**config.mk**
```make
export PLATFORM = sky130hd
export DESIGN_NAME = analog_output_io_registers
export DESIGN_NICKNAME = d
export VERILOG_FILES = /design/src/design/aout_pkg.sv /design/src/design/dac_link_if.sv /design/src/design/dac_serializer.sv /design/src/design/analog_output_io_registers.sv
export VERILOG_INCLUDE_DIRS = /design/src /design/src/design
export SDC_FILE = /design/constraint.sdc
export NUM_CORES = 1
export LEC_CHECK = 0
export BUFFER_PORTS_ARGS = -buffer_cell sky130_fd_sc_hd__buf_2
export CAP_MARGIN = 20
export CORE_MARGIN = 5
export CORE_UTILIZATION = 53
export DETAILED_ROUTE_END_ITERATION = 10
export GPL_ROUTABILITY_DRIVEN = 0
export PLACE_DENSITY = 0.89
export SKIP_LAST_GASP = 1
export SYNTH_ARGS = -nofsm -noshare
export SYNTH_HDL_FRONTEND = slang
export SYNTH_SLANG_ARGS = --single-unit
```
**constraint.sdc**
```tcl
create_clock -name I_CLK -period 2.3 [get_ports I_CLK]
set_clock_uncertainty 0.1 [all_clocks]
set_input_delay 0.345 -clock I_CLK [delete_from_list [all_inputs] [get_ports I_CLK]]
set_output_delay 0.345 -clock I_CLK [all_outputs]
set_load 0.01 [all_outputs]
```
**src/design/aout_map.svh**
```systemverilog
// Offsets, field positions, bus command codes and timing constants of the analog output register block.
`ifndef AOUT_MAP_SVH
`define AOUT_MAP_SVH

// I/O window decoded relative to the assigned base; 128 bytes wide.
`define AO_WIN_LSB 7
`define AO_OFF_CH_FIRST 8'h00
`define AO_OFF_CH_LAST 8'h0e
`define AO_OFF_STATUS 8'h00
`define AO_OFF_RSV_FIRST 8'h10
`define AO_OFF_RSV_LAST 8'h3e
`define AO_OFF_DIO 8'h40
`define AO_OFF_RANGE 8'h44

// Field layout.
`define AO_CODE_W 12
`define AO_STATUS_BUSY_BIT 0
`define AO_DIO_OUT_LSB 0
`define AO_DIO_IN_LSB 4
`define AO_RANGE_W 2

// Bus command codes for I/O cycles, active-low byte enables.
`define AO_CMD_IO_READ 4'h2
`define AO_CMD_IO_WRITE 4'h3

// Serial transfer timing.
`define AO_CLK_NS 10
`define AO_XFER_NS 16000
`define AO_XFER_BITS 16
`define AO_XFER_CYC ((`AO_XFER_NS + `AO_CLK_NS - 1) / `AO_CLK_NS)
`define AO_BIT_CYC (`AO_XFER_CYC / `AO_XFER_BITS)
`define AO_BIT_HALF (`AO_BIT_CYC / 2)

`endif

```
**src/design/aout_pkg.sv**
```systemverilog
// Types shared by the analog output register block and its serial converter link.
package aout_pkg;

    // Bus target sequencing, one-hot.
    typedef enum logic [3:0] {
        ST_IDLE  = 4'b0001,
        ST_CLAIM = 4'b0010,
        ST_XFER  = 4'b0100,
        ST_TURN  = 4'b1000
    } bus_state_e;

    // Current range modes; code 2 has no meaning.
    typedef enum logic [1:0] {
        RANGE_0_20MA = 2'h0,
        RANGE_5_25MA = 2'h1,
        RANGE_BAD    = 2'h2,
        RANGE_4_20MA = 2'h3
    } range_e;

    // Complete state of the register block.
    typedef struct packed {
        bus_state_e st;
        logic is_write;
        logic done;
        logic [7:0] off;
        logic [31:0] ad_out;
        logic ad_oe;
        logic [3:0] cbe_q;
        logic par;
        logic par_oe;
        logic [3:0] iso_out;
        range_e range;
        logic pend;
        logic [2:0] pend_ch;
        logic [11:0] pend_code;
        logic start;
        logic [2:0] go_ch;
        logic [11:0] go_code;
        logic [3:0] in_s1;
        logic [3:0] in_s2;
        logic [3:0] in_s3;
        logic [3:0] in_stable;
    } regs_s;

    // Complete state of the serial converter link.
    typedef struct packed {
        logic active;
        logic [6:0] ph;
        logic [3:0] bits;
        logic [15:0] shreg;
        logic [2:0] ch;
        logic sclk;
        logic sdata;
        logic [7:0] load;
    } ser_s;

endpackage

```
**src/design/dac_link_if.sv**
```systemverilog
// Carrier between the register block and the serial converter link.
`timescale 1ns/1ps
`default_nettype none
interface dac_link_if;
    logic start;        // One-cycle request to send a code.
    logic [2:0] ch;     // Target converter channel.
    logic [11:0] code;  // Straight binary code.
    logic busy;         // High while a code is being shifted.

    modport ctrl(output start, output ch, output code, input busy);
    modport ser(input start, input ch, input code, output busy);
endinterface
`default_nettype wire

```
**src/design/dac_serializer.sv**
```systemverilog
// Serial shifter that sends one twelve-bit code to a converter per request.
`timescale 1ns/1ps
`default_nettype none
`include "aout_map.svh"
module dac_serializer (
    input wire logic i_clk,
    input wire logic i_rstn,
    dac_link_if.ser link,
    output logic o_sclk,
    output logic o_sdata,
    output logic [7:0] o_load
);
    localparam aout_pkg::ser_s RESET_STATE = '0;

    aout_pkg::ser_s r_reg;   // Registered state.
    aout_pkg::ser_s r_next;  // Next state.

    // The frame is sixteen bit times, four zero pad bits then the code, msb first.
    always_comb begin
        r_next = r_reg;
        r_next.load = 8'h00;
        if (!r_reg.active) begin
            // A request is taken only when idle; the block above never sends one while busy.
            if (link.start) begin
                r_next.active = 1'b1;
                r_next.ph = 7'h00;
                r_next.bits = 4'h0;
                r_next.shreg = {4'h0, link.code};
                r_next.ch = link.ch;
                r_next.sdata = 1'b0;
            end
        end else begin
            r_next.ph = r_reg.ph + 7'h01;
            if (r_reg.ph == 7'(`AO_BIT_HALF - 1)) begin
                // Converter samples on the rising edge, mid bit.
                r_next.sclk = 1'b1;
            end
            if (r_reg.ph == 7'(`AO_BIT_CYC - 1)) begin
                r_next.ph = 7'h00;
                r_next.sclk = 1'b0;
                r_next.shreg = {r_reg.shreg[14:0], 1'b0};
                r_next.sdata = r_reg.shreg[14];
                r_next.bits = r_reg.bits + 4'h1;
                if (r_reg.bits == 4'(`AO_XFER_BITS - 1)) begin
                    // Whole transfer time elapsed: latch the code into the target.
                    r_next.active = 1'b0;
                    r_next.load[r_reg.ch] = 1'b1;
                end
            end
        end
    end

    // Single register stage; reset drops any partial frame.
    always_ff @(posedge i_clk) begin
        if (!i_rstn) begin
            r_reg <= RESET_STATE;
        end else begin
            r_reg <= r_next;
        end
    end

    assign link.busy = r_reg.active;
    assign o_sclk = r_reg.sclk;
    assign o_sdata = r_reg.sdata;
    assign o_load = r_reg.load;
endmodule
`default_nettype wire

```
**src/design/analog_output_io_registers.sv**
```systemverilog
// I/O register block of an eight-channel analog output board on a 32-bit bus.
// Summary of operation
// - Bus target decoding I/O from assigned base.
// - Registers sixteen bits, sixteen-bit I/O cycles.
// - Offsets 00h-0Eh load channels 3..0, 7..4.
// - Write-only twelve-bit codes, upper nibble unused.
// - Codes are unsigned straight binary, full span.
// - Offsets 10h to 3Eh are reserved.
// - Write 40h drives four isolated outputs.
// - Read 40h returns inputs and output readback.
// - Read 00h returns busy flag on bit 0.
// - Each channel write shifts sixteen microseconds.
// - One current range mode for all channels.
`timescale 1ns/1ps
`default_nettype none
`include "aout_map.svh"
module analog_output_io_registers (
    input wire logic I_CLK,
    input wire logic I_RSTN,
    input wire logic [31:0] I_IO_BASE,
    input wire logic [31:0] I_AD,
    input wire logic [3:0] I_CBE_N,
    input wire logic I_FRAME_N,
    input wire logic I_IRDY_N,
    output logic [31:0] O_AD,
    output logic O_AD_OE,
    output logic O_PAR,
    output logic O_PAR_OE,
    output logic O_DEVSEL_N,
    output logic O_TRDY_N,
    output logic O_STOP_N,
    output logic O_CTL_OE,
    input wire logic [3:0] I_ISO_IN,
    output logic [3:0] O_ISO_OUT,
    output logic [1:0] O_RANGE_MODE,
    output logic O_DAC_SCLK,
    output logic O_DAC_SDATA,
    output logic [7:0] O_DAC_LOAD
);
    localparam aout_pkg::regs_s RESET_STATE = '{st: aout_pkg::ST_IDLE, range: aout_pkg::RANGE_0_20MA, default: '0};

    aout_pkg::regs_s r_reg;   // Registered state of the block.
    aout_pkg::regs_s r_next;  // Next value of the state.
    logic ser_busy;            // Converter link is shifting.
    logic flag_busy;           // Busy as seen by software.
    logic [15:0] rd_word;      // Read data of the latched offset.
    logic [15:0] wr_word;      // Write data taken from the addressed lane.
    logic [1:0] wr_be_n;       // Byte enables of the addressed lane.

    dac_link_if link();

    // Maps a channel register index to its converter: indices 0..3 are channels 3..0 and 4..7 are 7..4.
    function automatic logic [2:0] chan_of(input logic [2:0] idx);
        chan_of = {idx[2], ~idx[1:0]};
    endfunction

    // True for the eight channel register offsets.
    function automatic logic is_chan(input logic [7:0] off);
        is_chan = (off >= `AO_OFF_CH_FIRST) && (off <= `AO_OFF_CH_LAST);
    endfunction

    // Busy covers a held code, the request cycle and the shift itself, so polling never sees a gap.
    assign flag_busy = ser_busy | r_reg.pend | r_reg.start;

    // Read multiplexer; every offset without a read function returns zero.
    always_comb begin
        rd_word = 16'h0000;
        if (r_reg.off == `AO_OFF_STATUS) begin
            rd_word[`AO_STATUS_BUSY_BIT] = flag_busy;
        end else if (r_reg.off == `AO_OFF_DIO) begin
            rd_word[`AO_DIO_IN_LSB +: 4] = r_reg.in_stable;
            rd_word[`AO_DIO_OUT_LSB +: 4] = r_reg.iso_out;
        end else if (r_reg.off == `AO_OFF_RANGE) begin
            rd_word[`AO_RANGE_W - 1:0] = r_reg.range;
        end
    end

    // Sixteen-bit registers sit in the lane chosen by byte address bit 1.
    always_comb begin
        if (r_reg.off[1]) begin
            wr_word = I_AD[31:16];
            wr_be_n = I_CBE_N[3:2];
        end else begin
            wr_word = I_AD[15:0];
            wr_be_n = I_CBE_N[1:0];
        end
    end

    // Next-state logic: bus target sequence, register writes, converter hand-off and input filter.
    always_comb begin
        r_next = r_reg;
        r_next.start = 1'b0;
        r_next.cbe_q = I_CBE_N;
        // Parity follows the driven data one cycle later and covers AD and C/BE of the same cycle.
        r_next.par = ^{r_reg.ad_out, I_CBE_N};
        r_next.par_oe = r_reg.ad_oe;

        // Isolated inputs come from off-board: three stages, a change counts once stages two and three agree.
        r_next.in_s1 = I_ISO_IN;
        r_next.in_s2 = r_reg.in_s1;
        r_next.in_s3 = r_reg.in_s2;
        for (int b = 0; b < 4; b++) begin
            if (r_reg.in_s2[b] == r_reg.in_s3[b]) begin
                r_next.in_stable[b] = r_reg.in_s3[b];
            end
        end

        // A held code is issued as soon as the link is free; the latest write wins.
        if (r_reg.pend && !ser_busy && !r_reg.start) begin
            r_next.start = 1'b1;
            r_next.go_ch = r_reg.pend_ch;
            r_next.go_code = r_reg.pend_code;
            r_next.pend = 1'b0;
        end

        case (r_reg.st)
            aout_pkg::ST_IDLE: begin
                r_next.done = 1'b0;
                // Address phase: I/O command whose address falls inside our window.
                if (!I_FRAME_N && (I_AD[31:`AO_WIN_LSB] == I_IO_BASE[31:`AO_WIN_LSB]) &&
                    ((I_CBE_N == `AO_CMD_IO_READ) || (I_CBE_N == `AO_CMD_IO_WRITE))) begin
                    r_next.st = aout_pkg::ST_CLAIM;
                    r_next.is_write = (I_CBE_N == `AO_CMD_IO_WRITE);
                    r_next.off = {1'b0, I_AD[`AO_WIN_LSB - 1:1], 1'b0};
                end
            end
            aout_pkg::ST_CLAIM: begin
                // Turnaround cycle; read data is put on the bus for the data phase.
                r_next.st = aout_pkg::ST_XFER;
                if (!r_reg.is_write) begin
                    r_next.ad_out = {rd_word, rd_word};
                    r_next.ad_oe = 1'b1;
                end
            end
            aout_pkg::ST_XFER: begin
                if (!I_IRDY_N && !r_reg.done) begin
                    r_next.done = 1'b1;
                    r_next.ad_oe = 1'b0;
                    if (r_reg.is_write) begin
                        if (is_chan(r_reg.off)) begin
                            // Code bits 11:0 are kept; bits 15:12 are dropped.
                            r_next.pend = 1'b1;
                            r_next.pend_ch = chan_of(r_reg.off[3:1]);
                            r_next.pend_code = wr_word[`AO_CODE_W - 1:0];
                        end else if ((r_reg.off == `AO_OFF_DIO) && !wr_be_n[0]) begin
                            r_next.iso_out = wr_word[`AO_DIO_OUT_LSB +: 4];
                        end else if ((r_reg.off == `AO_OFF_RANGE) && !wr_be_n[0]) begin
                            // The undefined code is refused so the outputs never enter it.
                            if (wr_word[`AO_RANGE_W - 1:0] != aout_pkg::RANGE_BAD) begin
                                r_next.range = aout_pkg::range_e'(wr_word[`AO_RANGE_W - 1:0]);
                            end
                        end
                        // Reserved and other offsets take no action.
                    end
                end
                // Leave once the one data phase is done and the master has dropped FRAME.
                if ((r_reg.done || !I_IRDY_N) && I_FRAME_N) begin
                    r_next.st = aout_pkg::ST_TURN;
                end
            end
            aout_pkg::ST_TURN: begin
                // Control lines are driven high for one cycle before release.
                r_next.st = aout_pkg::ST_IDLE;
            end
            default: begin
                r_next.st = aout_pkg::ST_IDLE;
            end
        endcase
    end

    // Single register stage; synchronous reset clears outputs, held code and busy.
    always_ff @(posedge I_CLK) begin
        if (!I_RSTN) begin
            r_reg <= RESET_STATE;
        end else begin
            r_reg <= r_next;
        end
    end

    // Converter hand-off over the link carrier.
    assign link.start = r_reg.start;
    assign link.ch = r_reg.go_ch;
    assign link.code = r_reg.go_code;
    assign ser_busy = link.busy;

    dac_serializer u_ser (
        .i_clk(I_CLK),
        .i_rstn(I_RSTN),
        .link(link),
        .o_sclk(O_DAC_SCLK),
        .o_sdata(O_DAC_SDATA),
        .o_load(O_DAC_LOAD)
    );

    // Handshake lines; the burst stop keeps each transaction to one data phase.
    assign O_DEVSEL_N = !((r_reg.st == aout_pkg::ST_CLAIM) || (r_reg.st == aout_pkg::ST_XFER));
    assign O_TRDY_N = !((r_reg.st == aout_pkg::ST_XFER) && !r_reg.done);
    assign O_STOP_N = !((r_reg.st == aout_pkg::ST_XFER) && !I_FRAME_N);
    assign O_CTL_OE = (r_reg.st != aout_pkg::ST_IDLE);
    assign O_AD = r_reg.ad_out;
    assign O_AD_OE = r_reg.ad_oe;
    assign O_PAR = r_reg.par;
    assign O_PAR_OE = r_reg.par_oe;
    assign O_ISO_OUT = r_reg.iso_out;
    assign O_RANGE_MODE = r_reg.range;
endmodule
`default_nettype wire

```
== Yosys cells after proc, flatten, opt, wreduce, memory -nomap -nowiden ==
Cells that the tools add are included.

* Add/subtract/negate cells: 2
* Magnitude comparators: 4
* Equality and inequality tests: 22
* Muxes and demuxes: 32
* Bitwise logic cells: 7
* Reduce and logical (&&, ||, !) cells: 42

{| class="wikitable"
|+ Operators with widths
! cell !! number
|-
| $mux W16 || 5
|-
| $mux W28 || 2
|-
| $reduce_xor A36 Y1 || 1
|-
| $mux W31 || 1
|-
| $eq A25 B25 Y1 || 1
|-
| $reduce_and A2 Y1 || 7
|-
| $eq A4 B2 Y1 const B || 3
|-
| $eq A6 B6 Y1 const B || 2
|-
| $logic_and A1 B1 Y1 || 12
|-
| $mux W12 || 1
|-
| $ne A2 B2 Y1 const B || 6
|-
| $pmux W4 S3 || 1
|-
| $mux W1 || 11
|-
| $mux W10 || 1
|-
| $logic_not A1 Y1 || 9
|-
| $logic_not A8 Y1 || 1
|-
| $mux W8 || 1
|-
| $reduce_and A4 Y1 || 2
|-
| $reduce_bool A2 Y1 || 4
|-
| $add A7 B1 Y7 const B || 1
|-
| $eq A7 B6 Y1 const B || 1
|-
| $eq A7 B7 Y1 const B || 1
|-
| $ge A7 B1 Y1 const B || 1
|-
| $le A7 B4 Y1 const B || 1
|-
| other kinds (22) || 33
|}

* Register bits: 125
* Input bits: 76
* Logic and storage cells: 140

== Longest topological paths before layout ==
* Depth after elaboration: 8
* Depth in mapped cells: 7

== By module ==
Synthesis repeated with hierarchy kept, for this count alone.

* Cell total of the unflattened synthesis: 598
* Area, all modules: 5,496.5 µm²

{| class="wikitable"
|+ Modules (own cells, without submodules)
! module !! instances !! cells each !! area each (µm²) !! sequential area each (µm²)
|-
| analog_output_io_registers || 1 || 393 || 3,580.9 || 1,541.5
|-
| dac_serializer || 1 || 205 || 1,915.6 || 800.8
|}

== Worst setup path after synthesis ==
No wires, ideal clock.

* Kind: flip-flop to flip-flop
* From: register r_reg[104] in the netlist's numbering
* To: register r_reg[94] in the netlist's numbering
* Library setup time: 0.132 ns
* Arrival time: 1.873 ns
* Required time: 2.068 ns
* Path slack: 0.195 ns
* Stages on the path, launching flop included: 6
* Path buffers: 1
* Cells stage by stage: dfxtp_1 -> or4b_4 -> or4b_1 -> buf_2 -> o31ai_1 -> a21oi_1

* Cells in the longest elaborated chain, start to end: 2

{| class="wikitable"
|+ RTL lines
! item !! line !! text
|-
| start, declared || analog_output_io_registers.sv:42 || <nowiki>aout_pkg::regs_s r_reg;</nowiki>
|-
| start signal, assigned || analog_output_io_registers.sv:176 || <nowiki>r_reg <= r_next;</nowiki>
|-
| $eq A4 B1 Y1 || analog_output_io_registers.sv:116 || <nowiki>case (r_reg.st)</nowiki>
|-
| $reduce_and A2 Y1 (no line) || -- ||
|}

Every way passes these cells.
A chain may end at the register's enable or synchronous reset.

== Final worst setup path ==
* From: register r_reg[104] in the netlist's numbering
* To: register r_reg[98] in the netlist's numbering

The elaborated chain is that of the path after synthesis.

==> summary.json <==
{
  "fmaxAchievable_ghz": 0.454,
  "dieHeight_um": 108,
  "antenna_cells_inserted": 0,
  "numPortBuffers": 107,
  "synth.most_common_cell": "sky130_fd_sc_hd__dfxtp_1",
  "core_um2": 9330,
  "hold_depth": 3,
  "finalWorstSetupSlack_ns": 0.0991,
  "grt.total_usage_pct": 21.5,
  "synth.yosys.seq_area_share_pct": 45.8,
  "postSynth.topFlopCell": "sky130_fd_sc_hd__dfxtp_1",
  "grt_pass1_wl_um": 20200,
  "cts_setup_buffers": 0,
  "dpl_worst_slack_ns": -0.00434,
  "synth_area_leader_cell": "sky130_fd_sc_hd__dfxtp_1",
  "detailedRoute.firstIterationViolations": 292,
  "synth_commonest_cells": "sky130_fd_sc_hd__dfxtp_1 (117), sky130_fd_sc_hd__nor2_1 (76), sky130_fd_sc_hd__nand2_1 (61)",
  "timing_worst_slew_pin_value_ns": 0.669,
  "worst_slew_margin_rel_pct": 55.4,
  "synth-edff-count": 0,
  "avgSynthCellArea_um2": 8.76,
  "firstDrtPassIters": 5,
  "die_area_um2": 11700,
  "netlist_area_um2": 5110,
  "grt_start_max_net_pins": 67,
  "ys_top_cells_by_area": "sky130_fd_sc_hd__dfxtp_1 (46%), sky130_fd_sc_hd__buf_4 (6.8%), sky130_fd_sc_hd__nor2_1 (5.6%)",
  "antenna_found_initial": 0,
  "wirelength_um": 12400,
  "finish.net_count": 750,
  "io-pin-count": 131,
  "yosys.cell_types.count": 55,
  "first_global_vias": 4296,
  "peak_fanout_along_the_critical_path": 9,
  "reg2regPathDepth": 4,
  "tritoncts_buffer_count": 17,
  "post_route_cells_drive_above_1_share_pct": 24.3,
  "timing.critical_path.arrival_ns": 2.50,
  "timing_worst_setup_path_type": "register to register",
  "ir_drop_mv": 0.505,
  "clock_sinks": 117,
  "status": "finished clean",
  "routedWlPerCell_um": 15.3,
  "synthesis.instances": 583,
  "grt_overflow": 0,
  "root_buffer": "sky130_fd_sc_hd__clkbuf_8",
  "syn2layout_area_growth_pct": 21.8,
  "synth.ff_latch_count": 117,
  "standard_cell_rows": 35,
  "finalSetupViolations": 0,
  "largest_register_ff_count": 36,
  "postRouteAntennaNets": 0,
  "yosysTopAreaCellShare_pct": 45.8,
  "cts.reportedPaths.clkPinSlew_ns": 0.06,
  "crit_required_ns": 2.60,
  "initial_core_utilization_pct": 54.8,
  "dr_total_vias": 4435,
  "total_neg_setup_slack_ns": 0,
  "drcViolationCount": 0,
  "postSynth.asyncResetShare_pct": 0,
  "clockBufferDepth": 2,
  "post-route-period-util_pct": 95.7,
  "grt_setup_unrepaired": "false",
  "worst_skew_pair.late_latency_ns": 0.51,
  "crit_path_end_kind": "register",
  "cts_max_level": 4,
  "cts_tree": "yes",
  "hold_viol": 0,
  "dieWidth_um": 108,
  "detailedPlacementHpwl_um": 8480,
  "leak_nw": 2.44,
  "cap_violations": 0,
  "start_kind": "register",
  "final_max_slew_viol_count": 0,
  "pwr_density_cell_nw_per_um2": 813,
  "yosysWarnings": 0,
  "timing.final.crit_period_ns": 2.20,
  "average_via_count_per_standard_cell": 5.48,
  "hold_path.class": "primary input to register"
}
==> layout by cell type, fill, tap and decap left out, drive strengths merged, types with 7 or more instances in the layout <==
| master | count |
|---|---|
| nand2b | 8 |
| nand2 | 61 |
| inv | 11 |
| nor4 | 7 |
| nand3 | 10 |
| o31ai | 8 |
| a21oi | 45 |
| o221ai | 11 |
| mux2i | 15 |
| dfxtp | 117 |
| conb | 16 |
| nor3 | 7 |
| and2 | 14 |
| nor2 | 76 |
| o21ai | 11 |
| xnor2 | 11 |
| buf | 122 |
| clkbuf | 18 |
| nand4 | 10 |
| xor2 | 15 |
| a211oi | 19 |
==> per-stage QoR <==
stage	hold WS (ns)	instances	utilization [%]	instance area, um^2	power, mW
after detailed placement	0.321	772	59.3	5530	2.29
final	0.00793	809	66.7	6230	5.06
after CTS	0.00154	809	66.7	6230	5.08
after global routing	0.00686	809	66.7	6230	5.20
after global placement	0.315	772	59.3	5530	2.29
after floorplan	0.312	598	-	5170	2.21
==> cells by family (layout without fill, tap and decap cells) <==
family | Yosys count | count (layout) | synth area share [%]
muxes | 16 | 16 | 3.16
adders and majority gates | 6 | 6 | 1.47
other | 1 | 16 | 0.0734
xor gates and xnor gates | 26 | 26 | 4.46
buffers and inverters | 87 | 169 | 9.84
and+or+nand+nor | 216 | 216 | 20.7
DFF | 117 | 117 | 45.8
AOI/OAI and AO/OA | 114 | 114 | 14.5
==> repair_timing <==
action,in CTS,in global routing
endpoints found under the hold margin,6,0
hold buffers,6,0
endpoints found under the setup margin,1,0
gates resized for setup,1,0
==> power by group <==
part / internal, mW / switching (mW)
sequential: 2.04 / 0.00373
clock: 1.89 / 0.912
combinational: 0.0992 / 0.121
==> critical path: stages, from the launching register on <==
cell                      delay [ns]
sky130_fd_sc_hd__dfxtp_1        0.34
sky130_fd_sc_hd__or4b_4         0.59
sky130_fd_sc_hd__or4b_4         0.64
sky130_fd_sc_hd__o31ai_1        0.31
sky130_fd_sc_hd__a21oi_1        0.10
==> layer usage <==
layer | vias up | GRT usage (%) | part of all wire, %
met5 | - | 0 | 0
met4 | 0 | 7.75 | 2.8
met3 | 38 | 5.73 | 5.6
met2 | 161 | 38.8 | 52
met1 | 2095 | 24.4 | 39
li1 | 2141 | - | -
==> area by class of cell <==
class	count	area, um^2
flip-flops and latches	117	2340
repair buffers	128	721
inverters	10	37.5
clock buffers	18	428
well taps	129	161
fillers	681	3100
multi-input cells	394	2330
clock inverters	13	205
==> path summary, 6_finish.rpt <==
kind | startpoint | end | slack (ns)
min reg2reg | r_next[11] | r_next[7] | 0.34
max | r_reg[104] | r_reg[98] | 0.1
max reg2reg | r_reg[104] | r_reg[98] | 0.1
min | I_AD[5] | r_reg[98] | 0.008
(Power assumes the default switching activity.)
